**src/hdl/pos_framer_defs.vh**
```
`ifndef POS_FRAMER_DEFS_VH
`define POS_FRAMER_DEFS_VH

// Clock and line rate
`define FR_CLK_HZ 40000000
`define FR_BAUD 115200

// Telegram layout
`define FR_BYTES_DUAL 4'hb
`define FR_BYTES_SINGLE 4'h3
`define FR_POS_USED 18
`define FR_FINE_USED 4

// Reflected Ethernet generator and preset
`define FR_CRC_POLY_REV 32'hedb88320
`define FR_CRC_PRESET 32'hffffffff

// Status nibble bit positions inside the second byte
`define FR_ST_EXTRAP 4
`define FR_ST_TAPE 5
`define FR_ST_NOEXTRAP 6
`define FR_ST_SINGLE 7

// Register offsets
`define FR_REG_CTRL 4'h0
`define FR_REG_STAT 4'h4

// Control fields and reset value
`define FR_CTRL_EN 0
`define FR_CTRL_SINGLE 1
`define FR_CTRL_RST 2'h1

// Diagnostic word counter slots
`define FR_AI_VMIN_A 8'hae
`define FR_AI_VMAX_A 8'haf
`define FR_AI_ERRS_A 8'hb4
`define FR_AI_OPT_A 8'hb6
`define FR_AI_VMIN_B 8'hee
`define FR_AI_VMAX_B 8'hef
`define FR_AI_ERRS_B 8'hf4
`define FR_AI_OPT_B 8'hf6

`endif

```
**src/hdl/pos_framer.v**
```verilog
// Our own choices: the strobed register port and the address map.
`timescale 1ns/100ps
// How it works
// A telegram is six segments, 88 bits, eleven bytes; A..C then D..F.
// Byte 0 counter, status nibble next, then 20-bit millimetre position.
// Position is followed by 32-bit checksum, 16-bit info word, 8-bit fine offset.
// In single-channel mode only the first three segments are sent; the code sends only three bytes, without position bits 7..0.
// Counter rises by one per telegram and wraps 255 to 0.
// Status flags sit in the second byte and describe this telegram's position.
// Bit 4 set when one channel failed and the position was extrapolated.
// Bit 5 set when the tape is missing or faulty.
// Bit 6 set once extrapolation was disabled for too many reading errors.
// Bit 7 set when under-voltage forced single-channel operation.
// Odd counter values invert all four status flags before sending.
// Coarse position goes out high byte first.
// Only 18 position bits and 4 offset bits used; upper bits zero.
// Receiver should mask the unused upper bits.
// CRC32, Ethernet generator, over counter, status, position, MSB first.
// CRC register preset to all ones each telegram.
// CRC computed reflected, complemented, sent high byte first.
// Receiver trusts the data only with a matching checksum in dual mode.
// Info word picked by counter value and sent high byte first.
// Counts 0-7 carry code CRC, serial, error registers; 8-127 carry zero.
// Channel A voltages at 174/175, errors at 180/181, uptime at 182/183.
// Channel B voltages at 238/239, errors at 244/245, uptime at 246/247.
// Line runs 115200 bit/s, 8 data bits, no parity, one stop bit.
// Bytes go out in segment order, each field high byte first.
`include "pos_framer_defs.vh"

module pos_framer #(
   parameter CLK_HZ = `FR_CLK_HZ,
   parameter BAUD = `FR_BAUD
) (
   // Clock, reset, enable
   input wire SYS_CLK_I,
   input wire RESETN_I,
   input wire CE_I,
   // Telegram trigger and position data
   input wire SEND_I,
   input wire [19:0] POS_I,
   input wire [7:0] FINE_I,
   // Status conditions
   input wire EXTRAP_I,
   input wire TAPE_BAD_I,
   input wire NOEXTRAP_I,
   input wire UNDERVOLT_I,
   // Diagnostic words
   input wire [31:0] CODE_CRC_I,
   input wire [31:0] SERIAL_I,
   input wire [31:0] ERR_A_I,
   input wire [31:0] ERR_B_I,
   input wire [15:0] VMIN_A_I,
   input wire [15:0] VMAX_A_I,
   input wire [31:0] ERRS_A_I,
   input wire [31:0] UPTIME_A_I,
   input wire [15:0] VMIN_B_I,
   input wire [15:0] VMAX_B_I,
   input wire [31:0] ERRS_B_I,
   input wire [31:0] UPTIME_B_I,
   // Register port
   input wire [3:0] ADDR_I,
   input wire [31:0] WDATA_I,
   input wire WR_I,
   input wire RD_I,
   output reg [31:0] RDATA_O,
   // Serial line
   output reg TXD_O,
   output reg TX_EN_O,
   output reg BUSY_O,
   output reg DONE_O
);

   localparam integer BIT_DIV = CLK_HZ / BAUD;
   localparam [8:0] BIT_LAST = BIT_DIV[8:0] - 9'h001;
   localparam ST_IDLE = 1'b0;
   localparam ST_SEND = 1'b1;

   // Reflected CRC32 over 32 data bits, fed MSB first
   function [31:0] crc32_rev;
      input [31:0] data;
      integer i;
      reg [31:0] c;
      reg fb;
      begin
         c = `FR_CRC_PRESET;
         for (i = 31; i >= 0; i = i - 1) begin
            fb = c[0] ^ data[i];
            c = {1'b0, c[31:1]} ^ (fb ? `FR_CRC_POLY_REV : 32'h00000000);
         end
         crc32_rev = c;
      end
   endfunction

   // One UART symbol: data byte with stop bits above it, shifted out LSB first
   function [9:0] load_byte;
      input [7:0] b;
      begin
         load_byte = {2'b11, b};
      end
   endfunction

   // Framer state and shift registers with their next values
   reg state_r;
   reg state_nxt;
   reg [7:0] cnt_r;
   reg [7:0] cnt_nxt;
   reg [79:0] frame_r;
   reg [79:0] frame_nxt;
   reg [9:0] tx_sr_r;
   reg [9:0] tx_sr_nxt;
   reg [3:0] bits_r;
   reg [3:0] bits_nxt;
   reg [3:0] bytes_r;
   reg [3:0] bytes_nxt;
   reg [8:0] baud_r;
   reg [8:0] baud_nxt;
   reg txd_nxt;
   reg tx_en_nxt;
   reg busy_nxt;
   reg done_nxt;

   // Register port state with next values
   reg [1:0] ctrl_r;
   reg [1:0] ctrl_nxt;
   reg [31:0] rdata_nxt;

   // Diagnostic word picked for this telegram
   reg [15:0] info_w;

   wire single = UNDERVOLT_I | ctrl_r[`FR_CTRL_SINGLE];
   wire [3:0] flags;
   wire [3:0] stat_nib;
   wire [19:0] pos_used;
   wire [7:0] fine_used;
   wire [31:0] crc_in;
   wire [31:0] crc_out;
   wire [87:0] frame;
   wire start;

   // Flags from bit 7 down to bit 4; on the line bit 4 goes first
   assign flags[`FR_ST_SINGLE - 4] = single;
   assign flags[`FR_ST_NOEXTRAP - 4] = NOEXTRAP_I;
   assign flags[`FR_ST_TAPE - 4] = TAPE_BAD_I;
   assign flags[`FR_ST_EXTRAP - 4] = EXTRAP_I;
   assign stat_nib = flags ^ {4{cnt_r[0]}};

   // Unused upper bits forced to zero
   assign pos_used = {2'b00, POS_I[`FR_POS_USED-1:0]};
   assign fine_used = {4'h0, FINE_I[`FR_FINE_USED-1:0]};

   // Counter, status and position share one 32-bit word
   assign crc_in = {cnt_r, stat_nib, pos_used};
   assign crc_out = ~crc32_rev(crc_in);

   // Eleven symbols in segment order, each field high byte first
   wire [7:0] sym_0 = cnt_r;
   wire [7:0] sym_1 = {stat_nib, pos_used[19:16]};
   wire [7:0] sym_2 = pos_used[15:8];
   wire [7:0] sym_3 = pos_used[7:0];
   wire [7:0] sym_4 = crc_out[31:24];
   wire [7:0] sym_5 = crc_out[23:16];
   wire [7:0] sym_6 = crc_out[15:8];
   wire [7:0] sym_7 = crc_out[7:0];
   wire [7:0] sym_8 = info_w[15:8];
   wire [7:0] sym_9 = info_w[7:0];
   wire [7:0] sym_10 = fine_used;

   // Whole telegram, first byte in the top bits
   assign frame = {sym_0, sym_1, sym_2, sym_3, sym_4, sym_5, sym_6, sym_7,
                   sym_8, sym_9, sym_10};

   assign start = SEND_I & ctrl_r[`FR_CTRL_EN] & (state_r == ST_IDLE);

   // Info word chosen by counter value
   always @* begin
      case (cnt_r)
         8'h00: info_w = CODE_CRC_I[31:16];
         8'h01: info_w = CODE_CRC_I[15:0];
         8'h02: info_w = SERIAL_I[31:16];
         8'h03: info_w = SERIAL_I[15:0];
         8'h04: info_w = ERR_A_I[31:16];
         8'h05: info_w = ERR_A_I[15:0];
         8'h06: info_w = ERR_B_I[31:16];
         8'h07: info_w = ERR_B_I[15:0];
         `FR_AI_VMIN_A: info_w = VMIN_A_I;
         `FR_AI_VMAX_A: info_w = VMAX_A_I;
         `FR_AI_ERRS_A: info_w = ERRS_A_I[31:16];
         `FR_AI_ERRS_A + 8'h01: info_w = ERRS_A_I[15:0];
         `FR_AI_OPT_A: info_w = UPTIME_A_I[31:16];
         `FR_AI_OPT_A + 8'h01: info_w = UPTIME_A_I[15:0];
         `FR_AI_VMIN_B: info_w = VMIN_B_I;
         `FR_AI_VMAX_B: info_w = VMAX_B_I;
         `FR_AI_ERRS_B: info_w = ERRS_B_I[31:16];
         `FR_AI_ERRS_B + 8'h01: info_w = ERRS_B_I[15:0];
         `FR_AI_OPT_B: info_w = UPTIME_B_I[31:16];
         `FR_AI_OPT_B + 8'h01: info_w = UPTIME_B_I[15:0];
         default: info_w = 16'h0000;
      endcase
   end

   // Register port next values: control write, read data for one cycle only
   always @* begin
      ctrl_nxt = ctrl_r;
      rdata_nxt = 32'h00000000;
      if (WR_I && ADDR_I == `FR_REG_CTRL) begin
         ctrl_nxt = WDATA_I[1:0];
      end
      if (RD_I) begin
         case (ADDR_I)
            `FR_REG_CTRL: rdata_nxt = {30'h00000000, ctrl_r};
            `FR_REG_STAT: rdata_nxt = {16'h0000, cnt_r, 6'h00, single, state_r};
            default: rdata_nxt = 32'h00000000;
         endcase
      end
   end

   // Register port flops, frozen while the clock enable is low
   always @(posedge SYS_CLK_I or negedge RESETN_I) begin
      if (!RESETN_I) begin
         ctrl_r <= `FR_CTRL_RST;
         RDATA_O <= 32'h00000000;
      end else if (CE_I) begin
         ctrl_r <= ctrl_nxt;
         RDATA_O <= rdata_nxt;
      end
   end

   // Framer next state: start bit, data bits LSB first, stop bit, next byte
   always @* begin
      state_nxt = state_r;
      cnt_nxt = cnt_r;
      frame_nxt = frame_r;
      tx_sr_nxt = tx_sr_r;
      bits_nxt = bits_r;
      bytes_nxt = bytes_r;
      baud_nxt = baud_r;
      txd_nxt = TXD_O;
      tx_en_nxt = TX_EN_O;
      busy_nxt = BUSY_O;
      done_nxt = 1'b0;
      case (state_r)
         ST_IDLE: begin
            if (start) begin
               // Inputs are captured here so the whole telegram describes one instant
               state_nxt = ST_SEND;
               frame_nxt = frame[79:0];
               tx_sr_nxt = load_byte(frame[87:80]);
               txd_nxt = 1'b0; // Start bit
               bits_nxt = 4'h9;
               baud_nxt = BIT_LAST;
               bytes_nxt = single ? `FR_BYTES_SINGLE - 4'h1 : `FR_BYTES_DUAL - 4'h1;
               cnt_nxt = cnt_r + 8'h01;
               tx_en_nxt = 1'b1;
               busy_nxt = 1'b1;
            end
         end
         ST_SEND: begin
            if (baud_r != 9'h000) begin
               baud_nxt = baud_r - 9'h001;
            end else begin
               baud_nxt = BIT_LAST;
               if (bits_r != 4'h0) begin
                  // Data bits then stop bit
                  txd_nxt = tx_sr_r[0];
                  tx_sr_nxt = {1'b1, tx_sr_r[9:1]};
                  bits_nxt = bits_r - 4'h1;
               end else if (bytes_r != 4'h0) begin
                  // Next byte in segment order, no idle gap between symbols
                  txd_nxt = 1'b0;
                  tx_sr_nxt = load_byte(frame_r[79:72]);
                  frame_nxt = {frame_r[71:0], 8'h00};
                  bits_nxt = 4'h9;
                  bytes_nxt = bytes_r - 4'h1;
               end else begin
                  // Last stop bit served: release the line driver
                  state_nxt = ST_IDLE;
                  txd_nxt = 1'b1;
                  tx_en_nxt = 1'b0;
                  busy_nxt = 1'b0;
                  done_nxt = 1'b1;
               end
            end
         end
         default: begin
            state_nxt = ST_IDLE;
         end
      endcase
   end

   // Framer flops; outputs come straight from here
   always @(posedge SYS_CLK_I or negedge RESETN_I) begin
      if (!RESETN_I) begin
         state_r <= ST_IDLE;
         cnt_r <= 8'h00;
         frame_r <= 80'h0;
         tx_sr_r <= 10'h3ff;
         bits_r <= 4'h0;
         bytes_r <= 4'h0;
         baud_r <= 9'h000;
         TXD_O <= 1'b1;
         TX_EN_O <= 1'b0;
         BUSY_O <= 1'b0;
         DONE_O <= 1'b0;
      end else if (CE_I) begin
         state_r <= state_nxt;
         cnt_r <= cnt_nxt;
         frame_r <= frame_nxt;
         tx_sr_r <= tx_sr_nxt;
         bits_r <= bits_nxt;
         bytes_r <= bytes_nxt;
         baud_r <= baud_nxt;
         TXD_O <= txd_nxt;
         TX_EN_O <= tx_en_nxt;
         BUSY_O <= busy_nxt;
         DONE_O <= done_nxt;
      end
   end

endmodule

```
**config.mk**
```make
export PLATFORM = sky130hd
export DESIGN_NAME = pos_framer
export DESIGN_NICKNAME = d
export VERILOG_FILES = /design/src/hdl/pos_framer.v
export VERILOG_INCLUDE_DIRS = /design/src /design/src/hdl
export SDC_FILE = /design/constraint.sdc
export NUM_CORES = 1
export LEC_CHECK = 0
export ABC_CLOCK_PERIOD_IN_PS = 4700
export BUFFER_PORTS_ARGS = -buffer_cell sky130_fd_sc_hd__buf_4
export CORE_AREA = 2 2 169 171
export DETAILED_ROUTE_END_ITERATION = 6
export DIE_AREA = 0 0 171 173
export MAX_ROUTING_LAYER = met4
export PLACE_DENSITY = 0.67
export SLEW_MARGIN = 20
export SYNTH_ARGS = -nofsm -noshare
export SYNTH_HDL_FRONTEND = slang
export SYNTH_SLANG_ARGS = --single-unit
export TNS_END_PERCENT = 50
```
**constraint.sdc**
```tcl
create_clock -name SYS_CLK_I -period 4.7 [get_ports SYS_CLK_I]
set_input_delay 0.235 -clock SYS_CLK_I [delete_from_list [all_inputs] [get_ports SYS_CLK_I]]
set_output_delay 0.235 -clock SYS_CLK_I [all_outputs]
set_load 0.01 [all_outputs]
```
==> flow_summary.yaml, run 1 <==
sta:
  hold_ws_ns: 0.0212
  slew_viol_final: 0
  period_share_pct: 89.3
  finalCriticalPeriod_ns: 4.20
  fin_setup_tns_ns: 0
  worst_pin_slew_ns: 1.22
  setup_violations: 0
  fmax_ghz: 0.238
  relSlewSlack_pct: 18.9
  rsz0062_at_grt: "false"
  fin_worst_skew_ns: 0.0145
  finalHoldViolCount: 0
clock_network:
  cts_setup_buffers: 0
  cts_buffers: 17
  clk_latency_ns: 0.44
  clockBufferDepth: 2
  ctsResizeCount: 0
  htree_levels: 4
  cts_hold_buf: 1
  numClockSinks: 125
  clkTransAtPathRegs_ns: 0.07
  cts_tree: "built"
  root_buffer: "clkbuf_16"
placement:
  port_buffers: 371
  gp_congestion: 0.998
  hpwl_mm: 40.0
  placed_area_sq_um: 13900
routing:
  routed_wl_mm: 50.1
  wl_per_cell_microns: 26.3
  drtIter0Drc: 1212
  drt_pre_antenna_iters: 7
  avgViaCountPerCell: 5.71
  drtAntennaViolNets: 0
  route.detailed.drc: 1
  vias: 10900
global_routing:
  grt_first_pass_wirelength_mm: 72.0
  grt_start_max_net_pins: 58
  grt_overflow: 0
  antenna_found_initial: 7
  grt_usage_pct: 34.7
  grt_pass1_vias: 10900
logic_synthesis:
  ys_ff_latch: 125
  yosysMostFrequentCell: "xnor2_1"
  ys.flop_type: "dfrtp_1"
  ys_types: 59
  synth_area_leader_cell: "dfrtp_1"
  synth_edf_count: 0
  yosys-top-cells-count: "xnor2_1, nand2_1, dfrtp_1"
  synth_area_sq_um: 10800
  syn_inst: 1161
  yosysTopAreaCellShare_pct: 26.6
  synth_area_per_cell_sq_um: 9.31
  netlist_top_cells_area: "dfrtp_1, xnor2_1, xnor3_1"
  yosysWarnings: 0
  async_flop_share_pct: 100
  synth-seq-area-share_pct: 29.0
layout:
  layout.nets: 1919
  drive_above_1_share_pct: 32.4
  synthToLayoutAreaGrowth_pct: 35.2
  final_cell_area_sq_um: 14600
floorplanning:
  die_w_microns: 171
  core_sq_um: 27600
  num_rows: 61
  die_h_microns: 173
  ios: 430
  die_area_sq_um: 29600
  start_util_pct: 39.1
setup_path:
  end_kind: "flip-flop"
  critical_path_class: "flip-flop to flip-flop"
  critPathMaxFanout: 8
  cp-start-kind: "flip-flop"
  crit_required_ns: 5.02
  crit_arrival_ns: 4.52
flow_run:
  maxCapViolations: 0
status:
  status: "finished, violations left"
  violations: "DRC"
worst_hold_path:
  holdCritPathClass: "primary input to flip-flop"
-- per-layer routing --
metal	global-route usage (%)	vias up	part of all wire (%)	wire (microns)
li1	-	4874	-	-
met1	45.5	5317	41	20700
met2	53.7	600	46	23200
met3	8.88	67	9.7	4860
met4	8.44	0	2.6	1310
met5	-	-	0	0
-- area by class of cell --
type,count,area (sq um)
Clock buffer,18,439
Inverter,26,97.6
Sequential cell,125,3140
Tap cell,378,473
Timing Repair Buffer,416,3130
Fill cell,2620,13000
Clock inverter,14,206
Multi-Input combinational cell,919,7120
Antenna cell,7,17.5
-- logic make-up after synthesis --
group	Yosys count	share of synthesized area (%)
flip-flops	125	29.0
adder cells (fa/ha/maj)	20	2.31
AND/OR/NAND/NOR	279	12.1
XOR/XNOR	235	27.1
buffers and inverters	138	5.95
other	1	0.0347
multiplexers	28	2.61
AO/OA/AOI/OAI	335	20.9
-- through the flow --
| stage | worst slack (ns) | utilization (%) | instances |
|---|---|---|---|
| 6_report | 0.501 | 52.9 | 1903 |
| 5_1_grt | 0.295 | 52.9 | 1903 |
| 4_1_cts | 0.493 | 52.8 | 1896 |
| 3_5_place_dp | 0.525 | 50.5 | 1863 |
| 3_3_place_gp | 0.569 | 50.5 | 1863 |
| 2_1_floorplan | 0.709 | - | 1182 |
-- cell usage in the layout (no fill, tap or decap), types with 26 or more instances in the layout --
master	Yosys	final
dfrtp_1	115	114
o21ai_0	100	100
nand2_1	124	123
a21oi_1	36	35
xnor3_1	37	37
nand4_1	28	28
nor2_1	44	44
buf_4	26	415
xor2_1	30	30
xnor2_1	136	136
a22oi_1	91	91
mux2i_1	26	26
-- final timing paths --
kind                       slack, ns  cells past startpoint           to        start
setup / recovery                0.50                     11  frame_r[43]     cnt_r[6]
hold / removal                  0.02                      2   frame_r[2]    FINE_I[2]
setup reg to reg                0.50                     11  frame_r[43]     cnt_r[6]
hold reg to reg                 0.47                      2  frame_r[36]  frame_r[36]
max in group asynchronous       3.47                      3  frame_r[56]     RESETN_I
min in group asynchronous       0.22                      2    bits_r[1]     RESETN_I
-- critical path: stages, from the launching register on --
cell and delay (ns):
dfrtp_1 0.34, inv_1 0.06, ha_1 0.50, xnor2_1 0.20, xnor2_2 0.46, xor2_2 0.14, xnor3_1 0.80, xnor3_1 0.49
xnor3_1 0.44, xor3_1 0.40, o211ai_1 0.18, nand2_1 0.07
-- registers in the layout, indices dropped and copies added, names as in the netlist, 2 cells and up --
register  count
baud_r        9
RDATA_O      10
cnt_r         8
tx_sr_r       8
ctrl_r        2
bits_r        4
bytes_r       4
frame_r      76
Power of run 1 is not shown: default switching activity piles up to over one toggle a cycle in this logic, so the estimate is an artifact.
==> run 2, diff against run 1 <==
- ABC_CLOCK_PERIOD_IN_PS: 4700 -> 5000
- CORE_AREA: 2 2 169 171 -> 2 2 168 170
- DIE_AREA: 0 0 171 173 -> 0 0 170 172
- RECOVER_POWER: not set -> 50
- clock period: 4.7 -> 5 ns (I/O delays scaled with it)
==> flow_summary.yaml, run 2 (same netlist as run 1, synthesis figures left out) <==
layout:
  synthToLayoutAreaGrowth_pct: 33.0
  layout.nets: 1910
  drive_above_1_share_pct: 30.7
  top_register: "frame_r"
  top_regs: "frame_r: 76 flops, RDATA_O: 10 flops, baud_r: 9 flops"
  final_cell_area_sq_um: 14400
  mostFrequentLayoutCells: "buf_4, xnor2_1, nand2_1, dfrtp_1, o21ai_0"
  final_common_cell: "buf_4"
  largest_reg_flops: 76
  nFillCells: 2590
  instances_no_fill: 1860
floorplanning:
  start_util_pct: 39.4
  num_rows: 61
  die_h_microns: 172
  ios: 430
  die_area_sq_um: 29200
  core_sq_um: 27500
  die_w_microns: 170
placement:
  placed_cells: 1822
  gp_congestion: 0.997
  placed_area_sq_um: 13900
  pre_cts_ws_ns: 0.748
  port_buffers: 371
  hpwl_mm: 39.2
flow_run:
  maxCapViolations: 1
setup_path:
  critPathMaxFanout: 10
  cpPeakStageDelay_ns: 0.62
  rrSetupSlack_ns: 0.73
  cp-start-kind: "flip-flop"
  crit_chain: "inv_1, ha_1, xor3_2, xnor2_4, xnor2_4, xnor3_1, xnor3_1, xnor3_1, xor3_1, o211ai_1, nand2_1"
  critical_path_class: "flip-flop to flip-flop"
  path_buf_inv: 1
  crit_family: "XOR/XNOR gates"
  crit_top_cell: "xnor3_1"
  crit_arrival_ns: 4.58
  crit_required_ns: 5.31
  crit_path_top_delay_cell: "dfrtp_1"
  end_kind: "flip-flop"
clock_network:
  cts_tree: "built"
  clk_latency_ns: 0.43
  root_buffer: "clkbuf_16"
  clkTransAtPathRegs_ns: 0.06
  htree_levels: 4
  cts_setup_buffers: 0
  cts_buffers: 17
  clockBufferDepth: 2
  numClockSinks: 125
routing:
  route.detailed.drc: 3
  drt_pre_antenna_iters: 7
  drtAntennaViolNets: 0
  avgViaCountPerCell: 5.74
  routed_wl_mm: 48.8
  drtIter0Drc: 1139
  wl_per_cell_microns: 26.2
  vias: 10700
global_routing:
  grt_first_pass_wirelength_mm: 70.3
  grt_overflow: 0
  grt_usage_pct: 34.4
  grt_pass1_vias: 10600
  antenna_found_initial: 4
  grt_start_max_net_pins: 72
sta:
  period_share_pct: 85.4
  fin_worst_skew_ns: 0.0127
  fin_setup_tns_ns: 0
  fin_ws_ns: 0.730
  finalCriticalPeriod_ns: 4.27
  rsz0062_at_grt: "false"
  slew_viol_final: 58
  finalHoldViolCount: 0
  fmax_ghz: 0.234
  worst_pin_slew_ns: 3.15
  setup_violations: 0
  relSlewSlack_pct: -110
worst_hold_path:
  holdCritPathClass: "primary input to flip-flop"
status:
  violations: "DRC, capacitance limit, slew limit"
  status: "finished, violations left"
[run 2: cell count changes in the layout (fill, tap and decap cells not counted), sizes merged, moves of 2 or more]
cell / before / now
buf: 415 / 390
clkbuf: 18 / 37
bufinv: 4 / 2
clkinv: 2 / 4
inv: 31 / 26
[run 2: through the flow]
stage	utilization [%]	hold slack, ns
after CTS	52.5	0.0279
after detailed placement	50.4	0.364
after floorplan	-	-0.0456
final	52.4	0.0411
after global placement	50.4	0.353
after global routing	52.3	0.0347
[run 2: routing by layer]
metal,global-route usage (%),vias up,part of all wire (%)
li1,-,4836,-
met1,43.7,5247,41
met2,55.8,534,47
met3,7.94,54,9.3
met4,8.77,0,2.3
met5,-,-,0
[run 2: final timing paths]
| path | start | to | cells past startpoint |
|---|---|---|---|
| worst max-delay path | cnt_r[4] | frame_r[43] | 11 |
| worst min-delay path | FINE_I[2] | frame_r[2] | 2 |
| worst max register to register | cnt_r[4] | frame_r[43] | 11 |
| worst min register to register | frame_r[74] | frame_r[74] | 2 |
| max in group asynchronous | RESETN_I | state_r | 3 |
| min in group asynchronous | RESETN_I | bits_r[3] | 2 |
[run 2: worst reg2reg max path, cell delays in order (launching register included)]
cell and delay (ns):
dfrtp_1 0.62, inv_1 0.19, ha_1 0.39, xor3_2 0.39, xnor2_4 0.21, xnor2_4 0.30, xnor3_1 0.52, xnor3_1 0.46
xnor3_1 0.46, xor3_1 0.40, o211ai_1 0.17, nand2_1 0.07
[run 2: layout make-up]
cell class	instances	area, sq um	share of cell area [%]
diodes	6	15.0	0.104
inverters	26	97.6	0.678
clock inverters	10	118	0.817
clock buffers	21	450	3.13
flip-flops and latches	125	3140	21.9
multi-input cells	919	7120	49.5
well taps	346	433	3.01
repair buffers	407	3010	20.9
[run 2: timing repair]
| item | in CTS | in global routing |
|---|---|---|
| hold endpoints to repair | 47 | 0 |
| hold buffers | 1 | 0 |
| resized for setup | 0 | 0 |
Power of run 2 is left out for the same reason.
==> run 3, diff against run 2 <==
- CORE_AREA: 2 2 168 170 -> 5 5 166 168
- DIE_AREA: 0 0 170 172 -> 0 0 171 173
- PLACE_DENSITY: 0.67 -> 0.71
==> flow_summary.yaml, run 3 (same netlist as run 1, synthesis figures left out) <==
setup_path:
  critPathMaxFanout: 12
  critical_path_class: "flip-flop to flip-flop"
  end_kind: "flip-flop"
  crit_required_ns: 5.30
  crit_arrival_ns: 4.73
  cp-start-kind: "flip-flop"
sta:
  fin_worst_skew_ns: 0.0103
  setup_violations: 0
  relSlewSlack_pct: -111
  finalHoldViolCount: 0
  fmax_ghz: 0.226
  slew_viol_final: 164
  finalCriticalPeriod_ns: 4.43
  fin_setup_tns_ns: 0
  rsz0062_at_grt: "false"
  fin_ws_ns: 0.568
  period_share_pct: 88.6
  worst_pin_slew_ns: 3.16
floorplanning:
  core_sq_um: 25800
  die_w_microns: 171
  die_h_microns: 173
  start_util_pct: 42.0
  die_area_sq_um: 29600
  num_rows: 59
  ios: 430
layout:
  synthToLayoutAreaGrowth_pct: 32.9
  final_core_utilization_pct: 55.8
  top_regs: "frame_r: 76 flops, RDATA_O: 10 flops, baud_r: 9 flops"
  top_register: "frame_r"
  mostFrequentLayoutCells: "buf_4, xnor2_1, nand2_1, dfrtp_1, o21ai_0"
  layout.nets: 1907
  final_common_cell: "buf_4"
  largest_reg_flops: 76
  drive_above_1_share_pct: 30.5
routing:
  drt_pre_antenna_iters: 7
  vias: 10700
  drtIter0Drc: 1253
  routed_wl_mm: 49.3
  avgViaCountPerCell: 5.78
  wl_per_cell_microns: 26.6
  route.detailed.drc: 0
  drtAntennaViolNets: 0
global_routing:
  grt_first_pass_wirelength_mm: 71.1
  grt_pass1_vias: 10900
  grt_overflow: 0
  grt_start_max_net_pins: 72
  grt_usage_pct: 33.1
  antenna_found_initial: 7
flow_run:
  maxCapViolations: 3
placement:
  port_buffers: 371
  gp_congestion: 0.959
  hpwl_mm: 39.7
  pre_cts_ws_ns: 0.593
status:
  violations: "capacitance limit, slew limit"
  status: "finished, violations left"
clock_network:
  clockBufferDepth: 2
  clkTransAtPathRegs_ns: 0.06
  cts_tree: "built"
  htree_levels: 4
  clk_latency_ns: 0.43
  root_buffer: "clkbuf_16"
  numClockSinks: 125
  ctsResizeCount: 0
  cts_buffers: 17
worst_hold_path:
  holdCritPathClass: "primary input to flip-flop"
[run 3: metrics by stage]
step / cells / cell area (sq um) / hold slack (ns)
2_1_floorplan: 1182 / 10900 / -0.0456
3_3_place_gp: 1808 / 13800 / 0.443
3_5_place_dp: 1808 / 13800 / 0.449
4_1_cts: 1841 / 14400 / 0.0320
5_1_grt: 1848 / 14400 / 0.0348
6_report: 1849 / 14400 / 0.0399
[run 3: per-layer routing]
layer / track usage, % / part of all wire, % / wire, microns
met1: 44.4 / 42 / 20600
met2: 52.3 / 47 / 23300
met3: 7.40 / 9.0 / 4430
met4: 5.84 / 1.9 / 925
met5: - / 0 / 0
[run 3: final timing paths]
| check | start | endpoint | slack (ns) | cells after the start |
|---|---|---|---|---|
| min in group asynchronous | RESETN_I | state_r | 0.52 | 2 |
| worst max-delay path | cnt_r[5] | frame_r[43] | 0.57 | 10 |
| worst min register to register | frame_r[75] | frame_r[75] | 0.48 | 2 |
| worst min-delay path | FINE_I[1] | frame_r[1] | 0.04 | 2 |
| worst max register to register | cnt_r[5] | frame_r[43] | 0.57 | 10 |
| max in group asynchronous | RESETN_I | bits_r[1] | 0.98 | 3 |
[run 3: repair_timing]
action	in CTS	in global routing
setup buffers	0	0
endpoints found under the hold margin	1	0
hold buffers	1	0
[run 3: area by class of cell]
class	count	area, sq um
fillers	2395	11400
multi-input cells	919	7120
flip-flops and latches	125	3140
repair buffers	404	2980
clock buffers	20	457
well taps	335	419
clock inverters	12	138
inverters	26	97.6
diodes	8	20.0
[run 3: worst max-delay path, stage by stage (launching register included)]
cell	delay [ns]
dfrtp_1	0.58
ha_1	0.48
xnor3_2	0.37
xnor2_4	0.28
xor2_2	0.32
xnor3_1	0.69
xnor3_1	0.48
xnor3_1	0.43
xor3_1	0.39
o211ai_1	0.18
nand2_1	0.10
Power of run 3 is left out for the same reason.
